$ cat config.mk
export PLATFORM = sky130hd
export DESIGN_NAME = octp_top
export DESIGN_NICKNAME = d
export VERILOG_FILES = /design/src/verilog/octp_top.v
export VERILOG_INCLUDE_DIRS = /design/src /design/src/verilog
export SDC_FILE = /design/constraint.sdc
export NUM_CORES = 1
export LEC_CHECK = 0
export ABC_AREA = 1
export BUFFER_PORTS_ARGS = -buffer_cell sky130_fd_sc_hd__buf_4
export CAP_MARGIN = 20
export CORE_MARGIN = 1
export CORE_UTILIZATION = 45
export DETAILED_ROUTE_END_ITERATION = 6
export HOLD_SLACK_MARGIN = 0.05
export PLACE_DENSITY = 0.68
export SLEW_MARGIN = 20
export SYNTH_ARGS = -nofsm -noshare
export SYNTH_HDL_FRONTEND = slang
export SYNTH_SLANG_ARGS = --single-unit
export TNS_END_PERCENT = 1
$ cat constraint.sdc
create_clock -name mclk -period 1.7 [get_ports mclk]
set_input_delay 0.34 -clock mclk [delete_from_list [all_inputs] [get_ports mclk]]
set_output_delay 0.34 -clock mclk [all_outputs]
set_load 0.01 [all_outputs]
$ cat src/verilog/octp_defs.vh
`ifndef OCTP_DEFS_VH
`define OCTP_DEFS_VH
// ----------------------------------------------------------------
// clock and timing
// ----------------------------------------------------------------
`define OCTP_CLK_MHZ        200
`define OCTP_QUAL_US        100
`define OCTP_QUAL_CYC       (`OCTP_QUAL_US * `OCTP_CLK_MHZ)
`define OCTP_REMOTE_MAX_MS  200
`define OCTP_TRIG_MAX_US    500
`define OCTP_SD_MAX_US      100
// ----------------------------------------------------------------
// remote switch modes
// ----------------------------------------------------------------
`define OCTP_MODE_W         2
`define OCTP_MODE_LEVEL     2'h0
`define OCTP_MODE_IGNORE    2'h1
`define OCTP_MODE_STANDBY   2'h2
// ----------------------------------------------------------------
// register map
// ----------------------------------------------------------------
`define OCTP_ADDR_W         4
`define OCTP_REG_CTRL       4'h0
`define OCTP_REG_CMD        4'h1
`define OCTP_REG_PULSE      4'h2
`define OCTP_REG_STATUS     4'h3
`define OCTP_REG_IRQ_STAT   4'h4
`define OCTP_REG_IRQ_MASK   4'h5
// ctrl fields
`define OCTP_CTRL_MODE_LSB  0
`define OCTP_CTRL_INVERT    2
`define OCTP_CTRL_TRIG_LVL  3
// command bits, write-only pulses
`define OCTP_CMD_ON         0
`define OCTP_CMD_OFF        1
`define OCTP_CMD_LIST_SET   2
`define OCTP_CMD_LIST_CLR   3
`define OCTP_CMD_TRIG_OUT   4
// event bits
`define OCTP_EV_TRIG        0
`define OCTP_EV_SHUTDOWN    1
`define OCTP_EV_STANDBY     2
`define OCTP_EV_W           3
`endif

$ cat src/verilog/octp_top.v
// Summary of operation
// - Default: low remote input disables output, high or open enables it.
// - A configuration bit inverts the remote input polarity.
// - Ignore mode: output follows only the on and off commands.
// - Standby mode: low held 100 us disables output, enters standby.
// - In standby, remote going high never re-enables; only on command.
// - Remote input changes are acted on within 200 ms.
// - Trigger low held 100 us gives exactly one event; shorter ignored.
// - No further trigger until the trigger input returns high.
// - A qualified trigger is answered within 500 us.
// - Shutdown input removes output, keeps powered, fault lamp red.
// - Shutdown completes within 100 us of assertion.
// - Shutdown stays latched until a full power cycle.
// - Power-good flag conducts in normal operation, released otherwise.
// - Output-off flag conducts while output disabled, off while enabled.
// - List trigger setup repurposes output-off flag as trigger output.
// - Trigger output active level and pulse width come from setup values.
// - List clear returns output-off flag to output state reporting.
`timescale 1ns/1ps
`default_nettype none
`include "octp_defs.vh"

module octp_top #(
	parameter QUAL_CYC = `OCTP_QUAL_CYC,
	parameter PULSE_W  = 16
) (
	// clock and reset
	input  wire                    mclk,
	input  wire                    reset_n,
	// contact inputs
	input  wire                    remote_switch_in,
	input  wire                    external_trigger_in,
	input  wire                    isolated_shutdown_in,
	// register port
	input  wire [`OCTP_ADDR_W-1:0] reg_addr,
	input  wire [31:0]             reg_wdata,
	input  wire                    reg_wr,
	input  wire                    reg_rd,
	output reg  [31:0]             reg_rdata,
	// isolated flags, high means transistor conducting
	output reg                     power_good_flag_on,
	output reg                     output_off_flag_on,
	// output stage and indication
	output reg                     output_enable,
	output reg                     fault_indicator_lamp_red,
	output reg                     trigger_event,
	output reg                     irq
);

	// ----------------------------------------------------------------
	// synchronisers
	// ----------------------------------------------------------------
	reg [1:0] rsw_sync_r;
	reg [1:0] trg_sync_r;
	reg [1:0] sd_sync_r;

	// contacts reset to their idle levels (open reads high, optocoupler dark),
	// so releasing reset never shows a false edge to the qualifiers
	// first stage feeds only the second stage
	always @(posedge mclk or negedge reset_n) begin
		if (!reset_n) begin
			rsw_sync_r <= 2'h3;
			trg_sync_r <= 2'h3;
			sd_sync_r  <= 2'h0;
		end else begin
			rsw_sync_r <= {rsw_sync_r[0], remote_switch_in};
			trg_sync_r <= {trg_sync_r[0], external_trigger_in};
			sd_sync_r  <= {sd_sync_r[0], isolated_shutdown_in};
		end
	end

	// synchronised levels, the only copies that the logic below reads
	wire rsw_s = rsw_sync_r[1];
	wire trg_s = trg_sync_r[1];
	wire sd_s  = sd_sync_r[1];

	// ----------------------------------------------------------------
	// control registers
	// ----------------------------------------------------------------
	reg [`OCTP_MODE_W-1:0] mode_r;
	reg                    invert_r;
	reg                    trig_lvl_r;
	reg [PULSE_W-1:0]      pulse_len_r;
	reg                    list_mode_r;
	reg [`OCTP_EV_W-1:0]   irq_stat_r;
	reg [`OCTP_EV_W-1:0]   irq_mask_r;

	wire wr_ctrl  = reg_wr && (reg_addr == `OCTP_REG_CTRL);
	wire wr_cmd   = reg_wr && (reg_addr == `OCTP_REG_CMD);
	wire wr_pulse = reg_wr && (reg_addr == `OCTP_REG_PULSE);
	wire cmd_on   = wr_cmd && reg_wdata[`OCTP_CMD_ON];
	wire cmd_off  = wr_cmd && reg_wdata[`OCTP_CMD_OFF];
	wire cmd_lset = wr_cmd && reg_wdata[`OCTP_CMD_LIST_SET];
	wire cmd_lclr = wr_cmd && reg_wdata[`OCTP_CMD_LIST_CLR];
	wire cmd_tout = wr_cmd && reg_wdata[`OCTP_CMD_TRIG_OUT];

	// the command register keeps no state: each one written is a single
	// cycle strobe, so a repeated write repeats the action
	// configuration writes
	always @(posedge mclk or negedge reset_n) begin
		if (!reset_n) begin
			mode_r      <= `OCTP_MODE_LEVEL;
			invert_r    <= 1'b0;
			trig_lvl_r  <= 1'b1;
			pulse_len_r <= {PULSE_W{1'b0}};
		end else begin
			if (wr_ctrl) begin
				mode_r     <= reg_wdata[`OCTP_CTRL_MODE_LSB +: `OCTP_MODE_W];
				invert_r   <= reg_wdata[`OCTP_CTRL_INVERT];
				trig_lvl_r <= reg_wdata[`OCTP_CTRL_TRIG_LVL];
			end
			if (wr_pulse)
				pulse_len_r <= reg_wdata[PULSE_W-1:0];
		end
	end

	// flag ownership: list setup takes it, list clear gives it back
	always @(posedge mclk or negedge reset_n) begin
		if (!reset_n)
			list_mode_r <= 1'b0;
		else if (cmd_lset)
			list_mode_r <= 1'b1;
		else if (cmd_lclr)
			list_mode_r <= 1'b0;
	end

	// ----------------------------------------------------------------
	// qualification counters
	// ----------------------------------------------------------------
	// the counters are 16 bits wide, so the qualify time is limited to 65536
	// cycles; a faster clock or a longer filter needs a wider counter here
	localparam CW = 16;
	localparam integer  QUAL_LAST = QUAL_CYC - 1;
	localparam [CW-1:0] QUAL_MAX  = QUAL_LAST[CW-1:0];

	// remote level after polarity selection, high means enable requested
	wire rsw_en = rsw_s ^ invert_r;

	reg [CW-1:0] rsw_cnt_r;
	reg          rsw_q_r;  // qualified enable level
	reg [CW-1:0] trg_cnt_r;
	reg          trg_armed_r;
	reg          trg_fire;

	// remote level must hold for the qualify time before it is accepted,
	// which also filters contact bounce; well inside the 200 ms bound
	always @(posedge mclk or negedge reset_n) begin
		if (!reset_n) begin
			rsw_cnt_r <= {CW{1'b0}};
			rsw_q_r   <= 1'b1;
		end else if (rsw_en == rsw_q_r) begin
			rsw_cnt_r <= {CW{1'b0}};
		end else if (rsw_cnt_r == QUAL_MAX) begin
			rsw_cnt_r <= {CW{1'b0}};
			rsw_q_r   <= rsw_en;
		end else begin
			rsw_cnt_r <= rsw_cnt_r + 1'b1;
		end
	end

	// a low that lasts far beyond the qualify time still gives one event,
	// because the armed bit stays clear until a synchronised high is seen
	// trigger: one event per low period, rearmed by a high level
	always @(posedge mclk or negedge reset_n) begin
		if (!reset_n) begin
			trg_cnt_r   <= {CW{1'b0}};
			trg_armed_r <= 1'b1;
			trg_fire    <= 1'b0;
		end else begin
			trg_fire <= 1'b0;
			if (trg_s) begin
				trg_cnt_r   <= {CW{1'b0}};
				trg_armed_r <= 1'b1;
			end else if (trg_armed_r) begin
				if (trg_cnt_r == QUAL_MAX) begin
					trg_fire    <= 1'b1;
					trg_armed_r <= 1'b0;
					trg_cnt_r   <= {CW{1'b0}};
				end else begin
					trg_cnt_r <= trg_cnt_r + 1'b1;
				end
			end
		end
	end

	// ----------------------------------------------------------------
	// output state
	// ----------------------------------------------------------------
	reg  sd_latch_r;
	reg  standby_r;
	reg  sw_on_r;
	reg  rsw_q_d_r;
	wire rsw_fall = rsw_q_d_r && !rsw_q_r;

	// the synchronised level also forces the output off in the cycle before
	// the latch is set, which shortens the response by a clock
	// shutdown latch is cleared only by power-on reset
	always @(posedge mclk or negedge reset_n) begin
		if (!reset_n)
			sd_latch_r <= 1'b0;
		else if (sd_s)
			sd_latch_r <= 1'b1;
	end

	// off wins over on when both bits come in one write, leaving the output
	// in the safe state if a controller sends a confused command
	// commanded state and standby
	always @(posedge mclk or negedge reset_n) begin
		if (!reset_n) begin
			sw_on_r   <= 1'b1;
			standby_r <= 1'b0;
			rsw_q_d_r <= 1'b1;
		end else begin
			rsw_q_d_r <= rsw_q_r;
			if (cmd_off) begin
				sw_on_r <= 1'b0;
			end else if (mode_r == `OCTP_MODE_STANDBY && rsw_fall) begin
				sw_on_r   <= 1'b0;
				standby_r <= 1'b1;
			end else if (cmd_on) begin
				sw_on_r   <= 1'b1;
				standby_r <= 1'b0;
			end
			if (mode_r != `OCTP_MODE_STANDBY && !cmd_off && !cmd_on)
				standby_r <= 1'b0;
		end
	end

	// an unused mode code disables the output rather than guessing
	// effective enable per mode
	reg en_nxt;
	always @* begin
		case (mode_r)
			`OCTP_MODE_LEVEL:   en_nxt = sw_on_r && rsw_q_r;
			`OCTP_MODE_IGNORE:  en_nxt = sw_on_r;
			`OCTP_MODE_STANDBY: en_nxt = sw_on_r;
			default:            en_nxt = 1'b0;
		endcase
		if (sd_latch_r || sd_s)
			en_nxt = 1'b0;
	end

	// ----------------------------------------------------------------
	// trigger output pulse on the output-off flag
	// ----------------------------------------------------------------
	// cycles left in the current trigger pulse
	reg [PULSE_W-1:0] pulse_cnt_r;
	wire              pulse_act = (pulse_cnt_r != {PULSE_W{1'b0}});

	// leaving list mode drops a running pulse, so the flag shows output state
	// again at once instead of finishing a pulse nobody waits for
	// width zero gives no pulse; a new request restarts the count
	always @(posedge mclk or negedge reset_n) begin
		if (!reset_n)
			pulse_cnt_r <= {PULSE_W{1'b0}};
		else if (!list_mode_r)
			pulse_cnt_r <= {PULSE_W{1'b0}};
		else if (cmd_tout || trg_fire)
			pulse_cnt_r <= pulse_len_r;
		else if (pulse_act)
			pulse_cnt_r <= pulse_cnt_r - 1'b1;
	end

	// ----------------------------------------------------------------
	// interrupts
	// ----------------------------------------------------------------
	// event strobes, each high for one cycle
	wire [`OCTP_EV_W-1:0] ev;
	assign ev[`OCTP_EV_TRIG]     = trg_fire;
	assign ev[`OCTP_EV_SHUTDOWN] = sd_s && !sd_latch_r;
	assign ev[`OCTP_EV_STANDBY]  = (mode_r == `OCTP_MODE_STANDBY) && rsw_fall;

	wire wr_istat = reg_wr && (reg_addr == `OCTP_REG_IRQ_STAT);
	wire wr_imask = reg_wr && (reg_addr == `OCTP_REG_IRQ_MASK);

	// the shutdown event is raised once, in the cycle that first sets the latch
	// set wins over write-one-to-clear
	always @(posedge mclk or negedge reset_n) begin
		if (!reset_n) begin
			irq_stat_r <= {`OCTP_EV_W{1'b0}};
			irq_mask_r <= {`OCTP_EV_W{1'b0}};
		end else begin
			irq_stat_r <= ev | (irq_stat_r &
				~(wr_istat ? reg_wdata[`OCTP_EV_W-1:0] : {`OCTP_EV_W{1'b0}}));
			if (wr_imask)
				irq_mask_r <= reg_wdata[`OCTP_EV_W-1:0];
		end
	end

	// ----------------------------------------------------------------
	// registered outputs
	// ----------------------------------------------------------------
	// power good and the lamp share one shutdown term, so they never disagree once out of reset;
	// outside list mode the off flag and the enable load from the same next value in the same cycle
	always @(posedge mclk or negedge reset_n) begin
		if (!reset_n) begin
			output_enable            <= 1'b0;
			fault_indicator_lamp_red <= 1'b0;
			power_good_flag_on       <= 1'b0;
			output_off_flag_on       <= 1'b1;
			trigger_event            <= 1'b0;
			irq                      <= 1'b0;
		end else begin
			output_enable            <= en_nxt;
			fault_indicator_lamp_red <= sd_latch_r || sd_s;
			power_good_flag_on       <= !(sd_latch_r || sd_s);
			if (list_mode_r)
				output_off_flag_on <= pulse_act ? trig_lvl_r : !trig_lvl_r;
			else
				output_off_flag_on <= !en_nxt;
			trigger_event <= trg_fire;
			irq           <= |(irq_stat_r & irq_mask_r);
		end
	end

	// ----------------------------------------------------------------
	// register read, data one cycle after the strobe
	// ----------------------------------------------------------------
	// idle cycles return zero, so stale data is never taken for a fresh read
	always @(posedge mclk or negedge reset_n) begin
		if (!reset_n) begin
			reg_rdata <= 32'h00000000;
		end else if (reg_rd) begin
			case (reg_addr)
				`OCTP_REG_CTRL:
					reg_rdata <= {28'h0000000, trig_lvl_r, invert_r, mode_r};
				`OCTP_REG_PULSE:
					reg_rdata <= {{(32-PULSE_W){1'b0}}, pulse_len_r};
				`OCTP_REG_STATUS:
					reg_rdata <= {24'h000000, pulse_act, list_mode_r, trg_armed_r,
						rsw_q_r, standby_r, sd_latch_r, sw_on_r, output_enable};
				`OCTP_REG_IRQ_STAT:
					reg_rdata <= {29'h00000000, irq_stat_r};
				`OCTP_REG_IRQ_MASK:
					reg_rdata <= {29'h00000000, irq_mask_r};
				default:
					reg_rdata <= 32'h00000000;
			endcase
		end else begin
			reg_rdata <= 32'h00000000;
		end
	end

endmodule // octp_top
`default_nettype wire

==> results of run 1 <==
flip-flops by register name, indices dropped and copies added, names as in the netlist, 2 cells and up:
signal and flops:
pulse_cnt_r 16, reg_rdata 16, mode_r 2, rsw_sync_r 2, rsw_cnt_r 16, irq_stat_r 3, trg_cnt_r 16, irq_mask_r 3
trg_sync_r 2, pulse_len_r 16, sd_sync_r 2
cells by family after synthesis:
| kind of cell | Yosys count | share of synthesized area, % |
|---|---|---|
| buffers and inverters | 109 | 8.985 |
| AO/OA/AOI/OAI | 68 | 6.539 |
| multiplexers | 1 | 0.2057 |
| AND/OR/NAND/NOR | 377 | 29.90 |
| flip-flops | 110 | 50.53 |
| adder cells (fa/ha/maj) | 6 | 1.372 |
| other | 1 | 0.06852 |
| XOR/XNOR | 15 | 2.400 |
synth_stat cells, types with 2 or more instances:
library cell and number:
buf_2 3, nand2_4 3, nor3b_1 2, nor3_1 8
nand3b_1 3, o21ai_1 4, nand2_2 7, xnor2_1 5
inv_2 6, nor2_4 2, ha_1 6, or2_2 2
xor2_1 10, dfrtp_1 100, dfstp_2 10, nor2_2 5
inv_1 79, o21ai_0 24, nor2_1 116, o22ai_1 6
nand2_1 172, nand4_1 12, nand3_1 39, buf_6 2
buf_4 17, a21oi_1 30, a211oi_1 2, clkbuf_1 2
routing by layer:
metal / track usage [%] / vias up / routed length (um)
met1: 24.96 / 2064 / 5205
li1: - / 2239 / -
met2: 34.78 / 93 / 5898
met4: 7.022 / 0 / 188
met5: 0 / - / 0
met3: 4.860 / 16 / 502
per-stage QoR:
step / setup slack, ns / cells
floorplan: 0.2323 / 702
global placement: 0.07034 / 881
detailed placement: 0.06028 / 881
CTS: 0.05563 / 898
global route: 0.01315 / 898
finish: 0.1273 / 898
area by class of cell:
class / count / share of cell area (%)
repair buffers: 61 / 8.043
clock inverters: 5 / 0.6899
clock buffers: 11 / 3.824
well taps: 143 / 2.819
multi-input cells: 483 / 36.03
flip-flops and latches: 110 / 43.56
inverters: 85 / 5.027
worst max-delay path, stage by stage (launching register included):
cell,delay (ns)
dfrtp_1,0.39
inv_1,0.08
ha_1,0.21
nand2_2,0.12
nor2_1,0.11
nand2_1,0.07
nor2_1,0.17
nand2_4,0.11
nand2_4,0.13
nor2_1,0.06
what timing repair did:
action / in CTS / in global routing
endpoints found under the setup margin: 0 / 24
hold buffers: 1 / 0
setup buffers: 0 / 0
gates resized for setup: 0 / 5
hold endpoints to repair: 25 / 0
power by group:
| part | leakage [uW] | switching, uW | internal, uW |
|---|---|---|---|
| clock | 0.000134 | 973 | 1050 |
| combinational | 0.00164 | 1490 | 913 |
| sequential | 0.00141 | 272 | 3000 |
worst min path at each step:
stage	end	slack, ns	depth (start not counted)
2_1_floorplan	fault_indicator_lamp_red	0.04	0
3_3_place_gp	reg_rdata[0]	0.34	1
3_5_place_dp	invert_r	0.34	1
4_1_cts	sd_sync_r[0]	0.07	1
5_1_grt	rsw_sync_r[0]	0.07	1
6_report	sd_sync_r[0]	0.09	1
==> run summary, run 1 <==
The flow ran to the end, but the final reports show violations. The final reports fail on DRC. The die height came out at 112.3 um. TritonCTS built the clock tree. The class of the most critical setup path is reg -> reg. In this run the static leakage power is 0.003185 uW. Setup repair after global routing left no endpoint under its margin. Tracing the worst setup path back leads to its startpoint at pulse_cnt_r[0]. The first TritonRoute pass finished after 7 iterations.

The sequential element share of the synthesized area came out at roughly half. The initial antenna violation count is 0. The synthesis-to-layout area growth came out at 15.98%.

The capturing point of the worst reg2reg path is pulse_cnt_r[6]. In this run the clock root is driven by a clkbuf_16. Row generation in the floorplan step produced 39 rows.

The pin count of the biggest net entering global routing came out at 34. The post-route core utilization is 54.65%. The clock-pin slew reported for the worst setup and hold paths after clock tree synthesis came out at 0.07 ns.

The total DRC errors in the routed layout is 3. The number of fill cells came out at 1,066. The total half-perimeter wirelength after legalization and detailed placement is 8.979 mm. The placed instance area came out at 6036 um2.

The average footprint of a synthesized cell came out at 7.966 um2. For this design the ratio of total power to cell area is 1214 nW/um2. The maximum root-to-sink buffer count is 2. Data arrives at the worst endpoint at between 1.5 and 2 ns.

The clock period minus final worst setup slack came out at ~1.6 ns. The die outline width is approximately 110 um. The sum of negative setup slack came out at 0 ns.

The core box area is about 12,000 um2. Clock latency on the worst-skew pair, taken at its later pin, is 0.35 ns. In this run the worst hold path is classified as in -> reg. In this run the worst path has a maximum fanout of 8. The number of enable flip-flop cells after synthesis came out at 0. The final layout net count came out at 799. The floorplan step defined a die boundary enclosing 12,610 um2. The final count of pins violating max slew is 0.

The post-synthesis instance area is between 5000 and 6000 um2. In the final layout, the multi-input gates occupy approximately 2300 um2. The library cell used most frequently in the layout, excluding fill and tap cells, is nand2_1. Final hold analysis gives a worst-case slack of 0.08978 ns. The total count of hold-check failures in the final report was 0.

The endpoint of the worst setup timing path is pulse_cnt_r[6]. The synthesized design contains 110 register bits. The fraction of layout instances using a drive strength above 1 is 15.76%. Once the floorplan was initialized, standard cells occupied between 40% and 50% of the core.

The total I/O pin count is between 80 and 90. The detail route stage leaves a number of antenna-violating nets equal to 0. The number of global-route vias before repair came out at 4,370.

The number of endpoints failing setup at the final stage came out at 0. For the worst flop-to-flop path, the logic depth is 9. STA classifies the critical path startpoint as a register. The origin of the worst min-delay path is isolated_shutdown_in. By area the synthesized netlist is led by dfrtp_1 (46%), nand2_1 (12%), nor2_1 (8.0%). The clock net in this run drives a total of 110 sinks. The worst clock skew is 0.007170 ns. 0 antenna diodes ended up in the layout.

The routed length per instance came out at around 13 um. In the layout the commonest cells are nand2_1 (171), nor2_1 (113), dfrtp_1 (100). The global-route wire length before repair came out at 19.92 mm. The finished cells cover roughly 6300 um2.

The all-layer global routing usage is 20.23%. The critical path required time came out at between 1.5 and 2 ns. The number of buffers created by CTS came out at 9.

The synthesized netlist cell count is 687. Wires add up to 11.79 mm. The max-capacitance violation count is 0. The fraction of registers with async set or reset after synthesis is 100.0%. The sequential cell area is 2765 um2.

The detailed router's first-iteration violation count is 263. The port buffer count came out at 48. For this run, the top clock speed supported by timing is 635.9 MHz.

At the end of routability-driven placement, the weighted congestion stood at approximately 0.90. The ratio of final minimum period to clock period is 92.51%. The global route total overflow is 0.

The critical register-to-register path startpoint is pulse_cnt_r[0]. Across the VDD grid, the largest voltage drop is 0.7377 mV. The maximum level of the CTS H-tree is 3. The top cell type by area accounts for 45.72% of the synthesized area. For this run, the leading register cell type out of synthesis is dfrtp_1. Synthesis instantiated 38 different standard cells from the library. Summed over all instances, the cell type with the most area after synthesis is dfrtp_1. The power consumption is 7704 uW. In the routed layout, each cell is associated on average with a via count of 4.913. The worst setup path is captured at a register. The Yosys step of the flow raised 0 warnings.

The number of vias after detailed routing is 4,412. The worst register-to-register path has a setup slack of 0.13 ns.
Note: power is estimated with default switching activity, not from simulation.
==> run 2, diff against run 1 <==
CTS_BUF_LIST = sky130_fd_sc_hd__clkbuf_4 sky130_fd_sc_hd__clkbuf_8   (was not set)
==> run 2 against run 1 <==
The flow still finishes with violations (DRC). First-iteration DRC count decreased by 17%. Global-route usage decreased by 0.14 points. Clock skew increased by 0.0042 ns. Register-to-register slack about the same. Maximum frequency increased by 0.79%. Cell count increased by 0.33%. Non-clock buffer count increased by 3. Clock-buffer cell count unchanged. Routed wire length decreased by 0.20%. Total power decreased by 6.7%.
==> run summary, run 2 (synthesis results as in run 1) <==
The final worst-path setup slack is 0.1396 ns. The final routed wirelength across all metal layers is 11.77 mm. The internal portion of the total power is about 4500 uW.

81 I/O pins were placed. Setup total negative slack on the finished layout was measured at 0 ns. Detailed routing inserted a total of 4,409 vias. For this run, the slowest stage of the critical path takes slightly below 0.4 ns. Among the stages of the critical path, the cell type that occurs most often is nand2_2. The power consumption is 7185 uW.

The checks that failed: DRC. The sequential fraction of design power came out at 45.6%. The die height came out at approximately 110 um. The final weighted congestion of routability-driven global placement came out at 0.9025. The total DRC errors in the routed layout came out at 3. The initial antenna violation count came out at 0.

Setup repair after global routing left no endpoint under its margin. The clock group share of total power came out at 21.0%. The library cells used most frequently in the layout, excluding fill and tap cells, are nand2_1 (171), nor2_1 (113), dfrtp_1 (100). The maximum root-to-sink buffer count is 2. Timing would allow up to between 600 and 700 MHz. The leakage power is 0.003154 uW.

The final layout net count came out at 802. The floorplan row count is 39. The placed instance area is 6036 um2.

The critical path required time came out at 1.97 ns. The ratio of final minimum period to clock period came out at 91.79%. IR analysis of the VDD net gives a maximum drop of 0.5942 mV. The all-layer global routing usage came out at between 20 and 25%. The critical path goes through ha_1, nand2_2, nor2_4, and2_1, nand2_2, nand2_2, buf_12, nor2_1, nand2_1, nand2_1.

The post-CTS setup repair buffer count came out at 0. The die outline width came out at between 100 and 150 um. The post-route netlist has 15.83% of its cells at a drive strength greater than 1. For this design, the sink count on the clock tree is 110. The global route total overflow is 0. The clock root buffer is clkbuf_8. In this run, CTS created clock tree buffers numbering 9. The leading cell type in the layout, fill and taps excluded is nand2_1. The total count of hold-check failures in the final report is 0.

The number of endpoints failing setup at the final stage is 0. The global-route wire length before repair is approximately 20 mm. The clock-pin slew reported for the worst setup and hold paths after clock tree synthesis came out at roughly 0.10 ns.

The number of antenna cells inserted came out at 0. The worst clock skew is 0.01141 ns. STA classifies the critical path endpoint as a register.

The total half-perimeter wirelength after legalization and detailed placement came out at 8.979 mm. The worst setup slack for register-to-register paths is 0.14 ns. The net switching power of the design came out at 2663 uW. The via density per instance came out at 4.893. In this run the worst hold path is classified as in -> reg. The starting utilization of the core area is ~47%. Data on the critical path arrives at its endpoint at 1.83 ns.

The region available for standard cell placement spans 11,610 um2. The clock tree synthesis step divided the H-tree into 3 levels. The buffer and inverter count on the worst path came out at 1. The clock latency reported for the late side of the worst-skew pair is 0.38 ns. The power density of the placed cells is 1144 nW/um2. The logic gate share of total power came out at 33.4%.

The synthesis-to-layout area growth is 14.75%. Entering global routing, the biggest net connects 34 pins. TritonCTS built the clock tree. The antenna violation net count after detailed routing is 0. The detailed router's first-iteration violation count is 218. The critical-path cell with the highest stage delay is dfrtp_1. The cell family contributing the most delay on the critical path is simple AND/OR/NAND/NOR gates. The number of global-route vias before repair was 4,386. With fillers left out, the area of the finished cells amounts to 6280 um2. The clock period minus final worst setup slack came out at ~1.6 ns.

The launching element type of the critical path is a register. The max-capacitance violation count came out at 0. The class of the most critical setup path is reg -> reg.

The final count of pins violating max slew came to 0. The net switching fraction of the power came out at between 30% and 40%. Before CTS, the worst setup slack after placement is 0.06028 ns. The area of the die is about 13,000 um2. In the final routed layout, each cell accounts on average for between 10 and 15 um. Of all nets on the critical path, the largest fanout is 9.

The flow ran to the end, but the final reports show violations. The first detailed-routing pass ran for 7 iterations. The port buffer count came out at 48.
run 2: metal layers:
layer	up-vias	GRT usage [%]	share of wire (%)
li1	2247	-	-
met2	97	34.58	51
met1	2057	25.19	44
met5	-	0	0
met3	8	5.022	4.1
met4	0	5.600	0.95
run 2: final timing paths:
check | depth (start not counted) | endpoint | start
worst max-delay path | 10 | trg_cnt_r[10] | trg_cnt_r[0]
worst min-delay path | 2 | pulse_len_r[5] | reg_wdata[5]
worst max register to register | 10 | trg_cnt_r[10] | trg_cnt_r[0]
worst min register to register | 0 | trg_sync_r[1] | trg_sync_r[0]
max in group asynchronous | 3 | trg_sync_r[0] | reset_n
min in group asynchronous | 2 | pulse_cnt_r[12] | reset_n
run 2: final cells by class:
| cell class | instances | area [um2] |
|---|---|---|
| clock inverters | 5 | 43.79 |
| flip-flops and latches | 110 | 2765 |
| repair buffers | 64 | 540.5 |
| multi-input cells | 483 | 2287 |
| clock buffers | 11 | 145.1 |
| well taps | 143 | 178.9 |
| inverters | 85 | 319.1 |
| fillers | 1076 | 5334 |
run 2: metrics by stage:
stage               util, %  hold WS, ns  instances
floorplan                 -      0.04441        702
global placement      51.97       0.3375        881
detailed placement    51.97       0.3396        881
CTS                   53.94       0.1531        901
global route          54.07       0.1486        901
finish                54.07       0.1731        901
run 2: power groups by stage:
| stage | combinational (uW) | sequential [uW] | clock (uW) |
|---|---|---|---|
| finish | 2400 | 3270 | 1510 |
| CTS | 2400 | 3270 | 1570 |
| detailed placement | 2390 | 3320 | 0 |
| global placement | 2310 | 3310 | 0 |
| floorplan | 1830 | 3260 | 0 |
| global route | 2790 | 3330 | 1660 |
run 2: worst register-to-register path: cells and delay by family (launching register included):
| kind | cells | cell delay, ns |
|---|---|---|
| and+or+nand+nor | 8 | 0.71 |
| DFF | 1 | 0.39 |
| adders and majority gates | 1 | 0.21 |
| buffers and inverters | 1 | 0.13 |
run 2: timing repair:
item | in CTS | in global routing
hold buffers | 4 | 0
hold endpoints to repair | 28 | 0
endpoints found under the setup margin | 0 | 26
resized for setup | 0 | 5
==> run 3, diff against run 2 <==
CORE_MARGIN = 2   (was 1)
CTS_CLUSTER_DIAMETER = 100   (was not set)
SETUP_SLACK_MARGIN = 0.2   (was not set)
==> run 3 against run 2 <==
The flow now finishes without violations. Clock-buffer cell count shrank 1. Via count grew 2.4%. Final area grew 1.4%. Sequential share of layout area shrank 0.61 points. Critical endpoint is now trg_cnt_r[8].
==> run summary, run 3 (synthesis results as in run 1) <==
CTS placed an instance of clkbuf_8 at the clock tree root. The repair_antennas step left the layout with diodes totalling 0. Summed over all failing endpoints, the final setup total negative slack is 0 ns. The number of global-route vias before repair came out at around 4.4k.

The critical path required time is 1.98 ns. The maximum level of the CTS H-tree is 3. Leaving out fill and tap cells, the most frequent cells in the layout are nand2_1 (168), nor2_1 (104), dfrtp_1 (100). The slew at the pin with the worst max-slew slack came out at about 0.50 ns. After detailed routing, the number of remaining DRC violations is 0. The worst setup slack for register-to-register paths came out at 0.19 ns. The synthesis-to-layout area growth came out at 16.35%. The total count of hold-check failures in the final report is 0. The all-layer global routing usage is 19.80%. The global-route wire length before repair came out at around 20 mm.

The initial antenna violation count came out at 0. The start point of the critical path is trg_cnt_r[0]. The starting utilization of the core area is around 46%. The highest achievable clock rate came out at approximately 660 MHz. The relative slew slack came out at around 66%. The total I/O pin count is 81. The max-capacitance violation count came out at 0. The final count of pins violating max slew is 0.

In this run the worst path has a maximum fanout of 7. The routed length per instance is about 13 um. The capturing element type of the critical path is a register.

The post-route netlist has 18.07% of its cells at a drive strength greater than 1. The capturing point of the worst reg2reg path is trg_cnt_r[8]. Setup repair after global routing could not meet its margin everywhere. The final routed wirelength across all metal layers is 12.15 mm.

In this run the power density over the cells is 1210 nW/um2. The first-pass detailed-route iteration total is 4. The maximum root-to-sink buffer count is 2. The arrival time of the worst setup path came out at 1.79 ns. The worst register-to-register path begins at trg_cnt_r[0]. The total half-perimeter wirelength after legalization and detailed placement came out at 8.882 mm. The ratio of final minimum period to clock period is 88.89%. The number of fill cells came out at roughly 1.1k. The critical path ends at trg_cnt_r[8]. Routability-driven placement finished with a final weighted congestion of between 0.8 and 0.9. The number of endpoints failing setup at the final stage is 0. The number of buffers created by CTS came out at 9. The die outline width came out at 114.3 um. The global route total overflow came out at 0. The leakage power came out at 0.003158 uW. The clock drives 110 sinks. The area of the die came out at 13,060 um2. In this run the most critical hold path is launched from reg_wdata[5]. The worst clock skew came out at between 0.015 and 0.02 ns. The core box area came out at 11,960 um2.

Leaving out fill and tap cells, the most frequent cell in the layout is nand2_1. The worst setup path is of the reg -> reg kind. Row generation in the floorplan step produced 40 rows. After clock tree synthesis, the clock-pin slew on the worst setup and hold paths is 0.11 ns. The flow ran to the end, and the final reports show no timing, DRC or antenna violations.

In the final design database the tool counted ~800 nets. The clock period could shrink to 1.511 ns. TritonCTS built the clock tree. The routed layout has 4,516 vias.

In this run the remaining antenna-violating nets after routing total 0. The clock latency reported for the late side of the worst-skew pair came out at 0.39 ns. The detailed router's first-iteration violation count is around 310. The worst setup path is launched from a register.

The number of cells on the worst reg-to-reg path came out at 8. The post-route core utilization came out at 53.23%. Across the VDD grid, the largest voltage drop is 0.6163 mV. The class of the tightest hold or removal check is in -> reg. Entering global routing, the biggest net connects 32 pins.

The die height is ~110 um. The port buffer count came out at 48. The via density per instance is 4.990.
run 3: area by class of cell:
| class | count | area [um2] | share of cell area, % |
|---|---|---|---|
| clock buffers | 10 | 131.4 | 2.063 |
| clock inverters | 6 | 77.57 | 1.218 |
| inverters | 85 | 319.1 | 5.011 |
| multi-input cells | 483 | 2387 | 37.49 |
| flip-flops and latches | 110 | 2765 | 43.43 |
| well taps | 147 | 183.9 | 2.889 |
| repair buffers | 64 | 503.0 | 7.899 |
run 3: per-stage QoR:
stage | total power [uW] | instance area, um2 | hold WS (ns) | setup slack, ns | cells
final | 7705 | 6367 | 0.1773 | 0.1888 | 905
after floorplan | 5090 | 5529 | 0.04441 | 0.2323 | 702
after detailed placement | 5710 | 5981 | 0.3022 | 0.01818 | 882
after global routing | 8268 | 6367 | 0.1482 | 0.08222 | 905
after global placement | 5600 | 5981 | 0.3011 | 0.07146 | 882
after CTS | 7417 | 6237 | 0.1632 | 0.06828 | 902
run 3: power by group:
part / internal, uW / leakage (uW) / switching [uW] / total (uW)
sequential: 3000 / 0.00141 / 285 / 3290
clock: 727 / 0.000104 / 959 / 1690
combinational: 1030 / 0.00165 / 1710 / 2730
run 3: worst min path at each step:
stage | endpoint | slack, ns | depth (start not counted)
after global routing | pulse_len_r[5] | 0.15 | 2
final | pulse_len_r[5] | 0.18 | 2
after global placement | rsw_cnt_r[15] | 0.30 | 1
after detailed placement | rsw_cnt_r[15] | 0.30 | 1
after CTS | pulse_len_r[5] | 0.16 | 2
after floorplan | fault_indicator_lamp_red | 0.04 | 0
run 3: layer usage:
| layer | track usage, % | part of all wire [%] |
|---|---|---|
| met5 | 0 | 0 |
| met4 | 4.634 | 1.1 |
| met3 | 5.294 | 3.6 |
| met2 | 32.94 | 50 |
| met1 | 26.01 | 46 |
run 3: worst max-delay path, stage by stage, from the launching register on:
cell	delay, ns
dfrtp_1	0.38
ha_2	0.20
nand2_2	0.08
nor2_4	0.17
and2_1	0.15
nand2_2	0.09
nand2_4	0.10
buf_4	0.16
o22ai_1	0.08
run 3: repair_timing:
| action | 4_1_cts | 5_1_grt |
|---|---|---|
| hold endpoints to repair | 25 | 0 |
| buffers inserted | 0 | 3 |
| gates resized for setup | 2 | 31 |
| pin swaps | 1 | 6 |
| gates cloned | 0 | 0 |
| hold buffers | 4 | 0 |
| endpoints found under the setup margin | 39 | 45 |
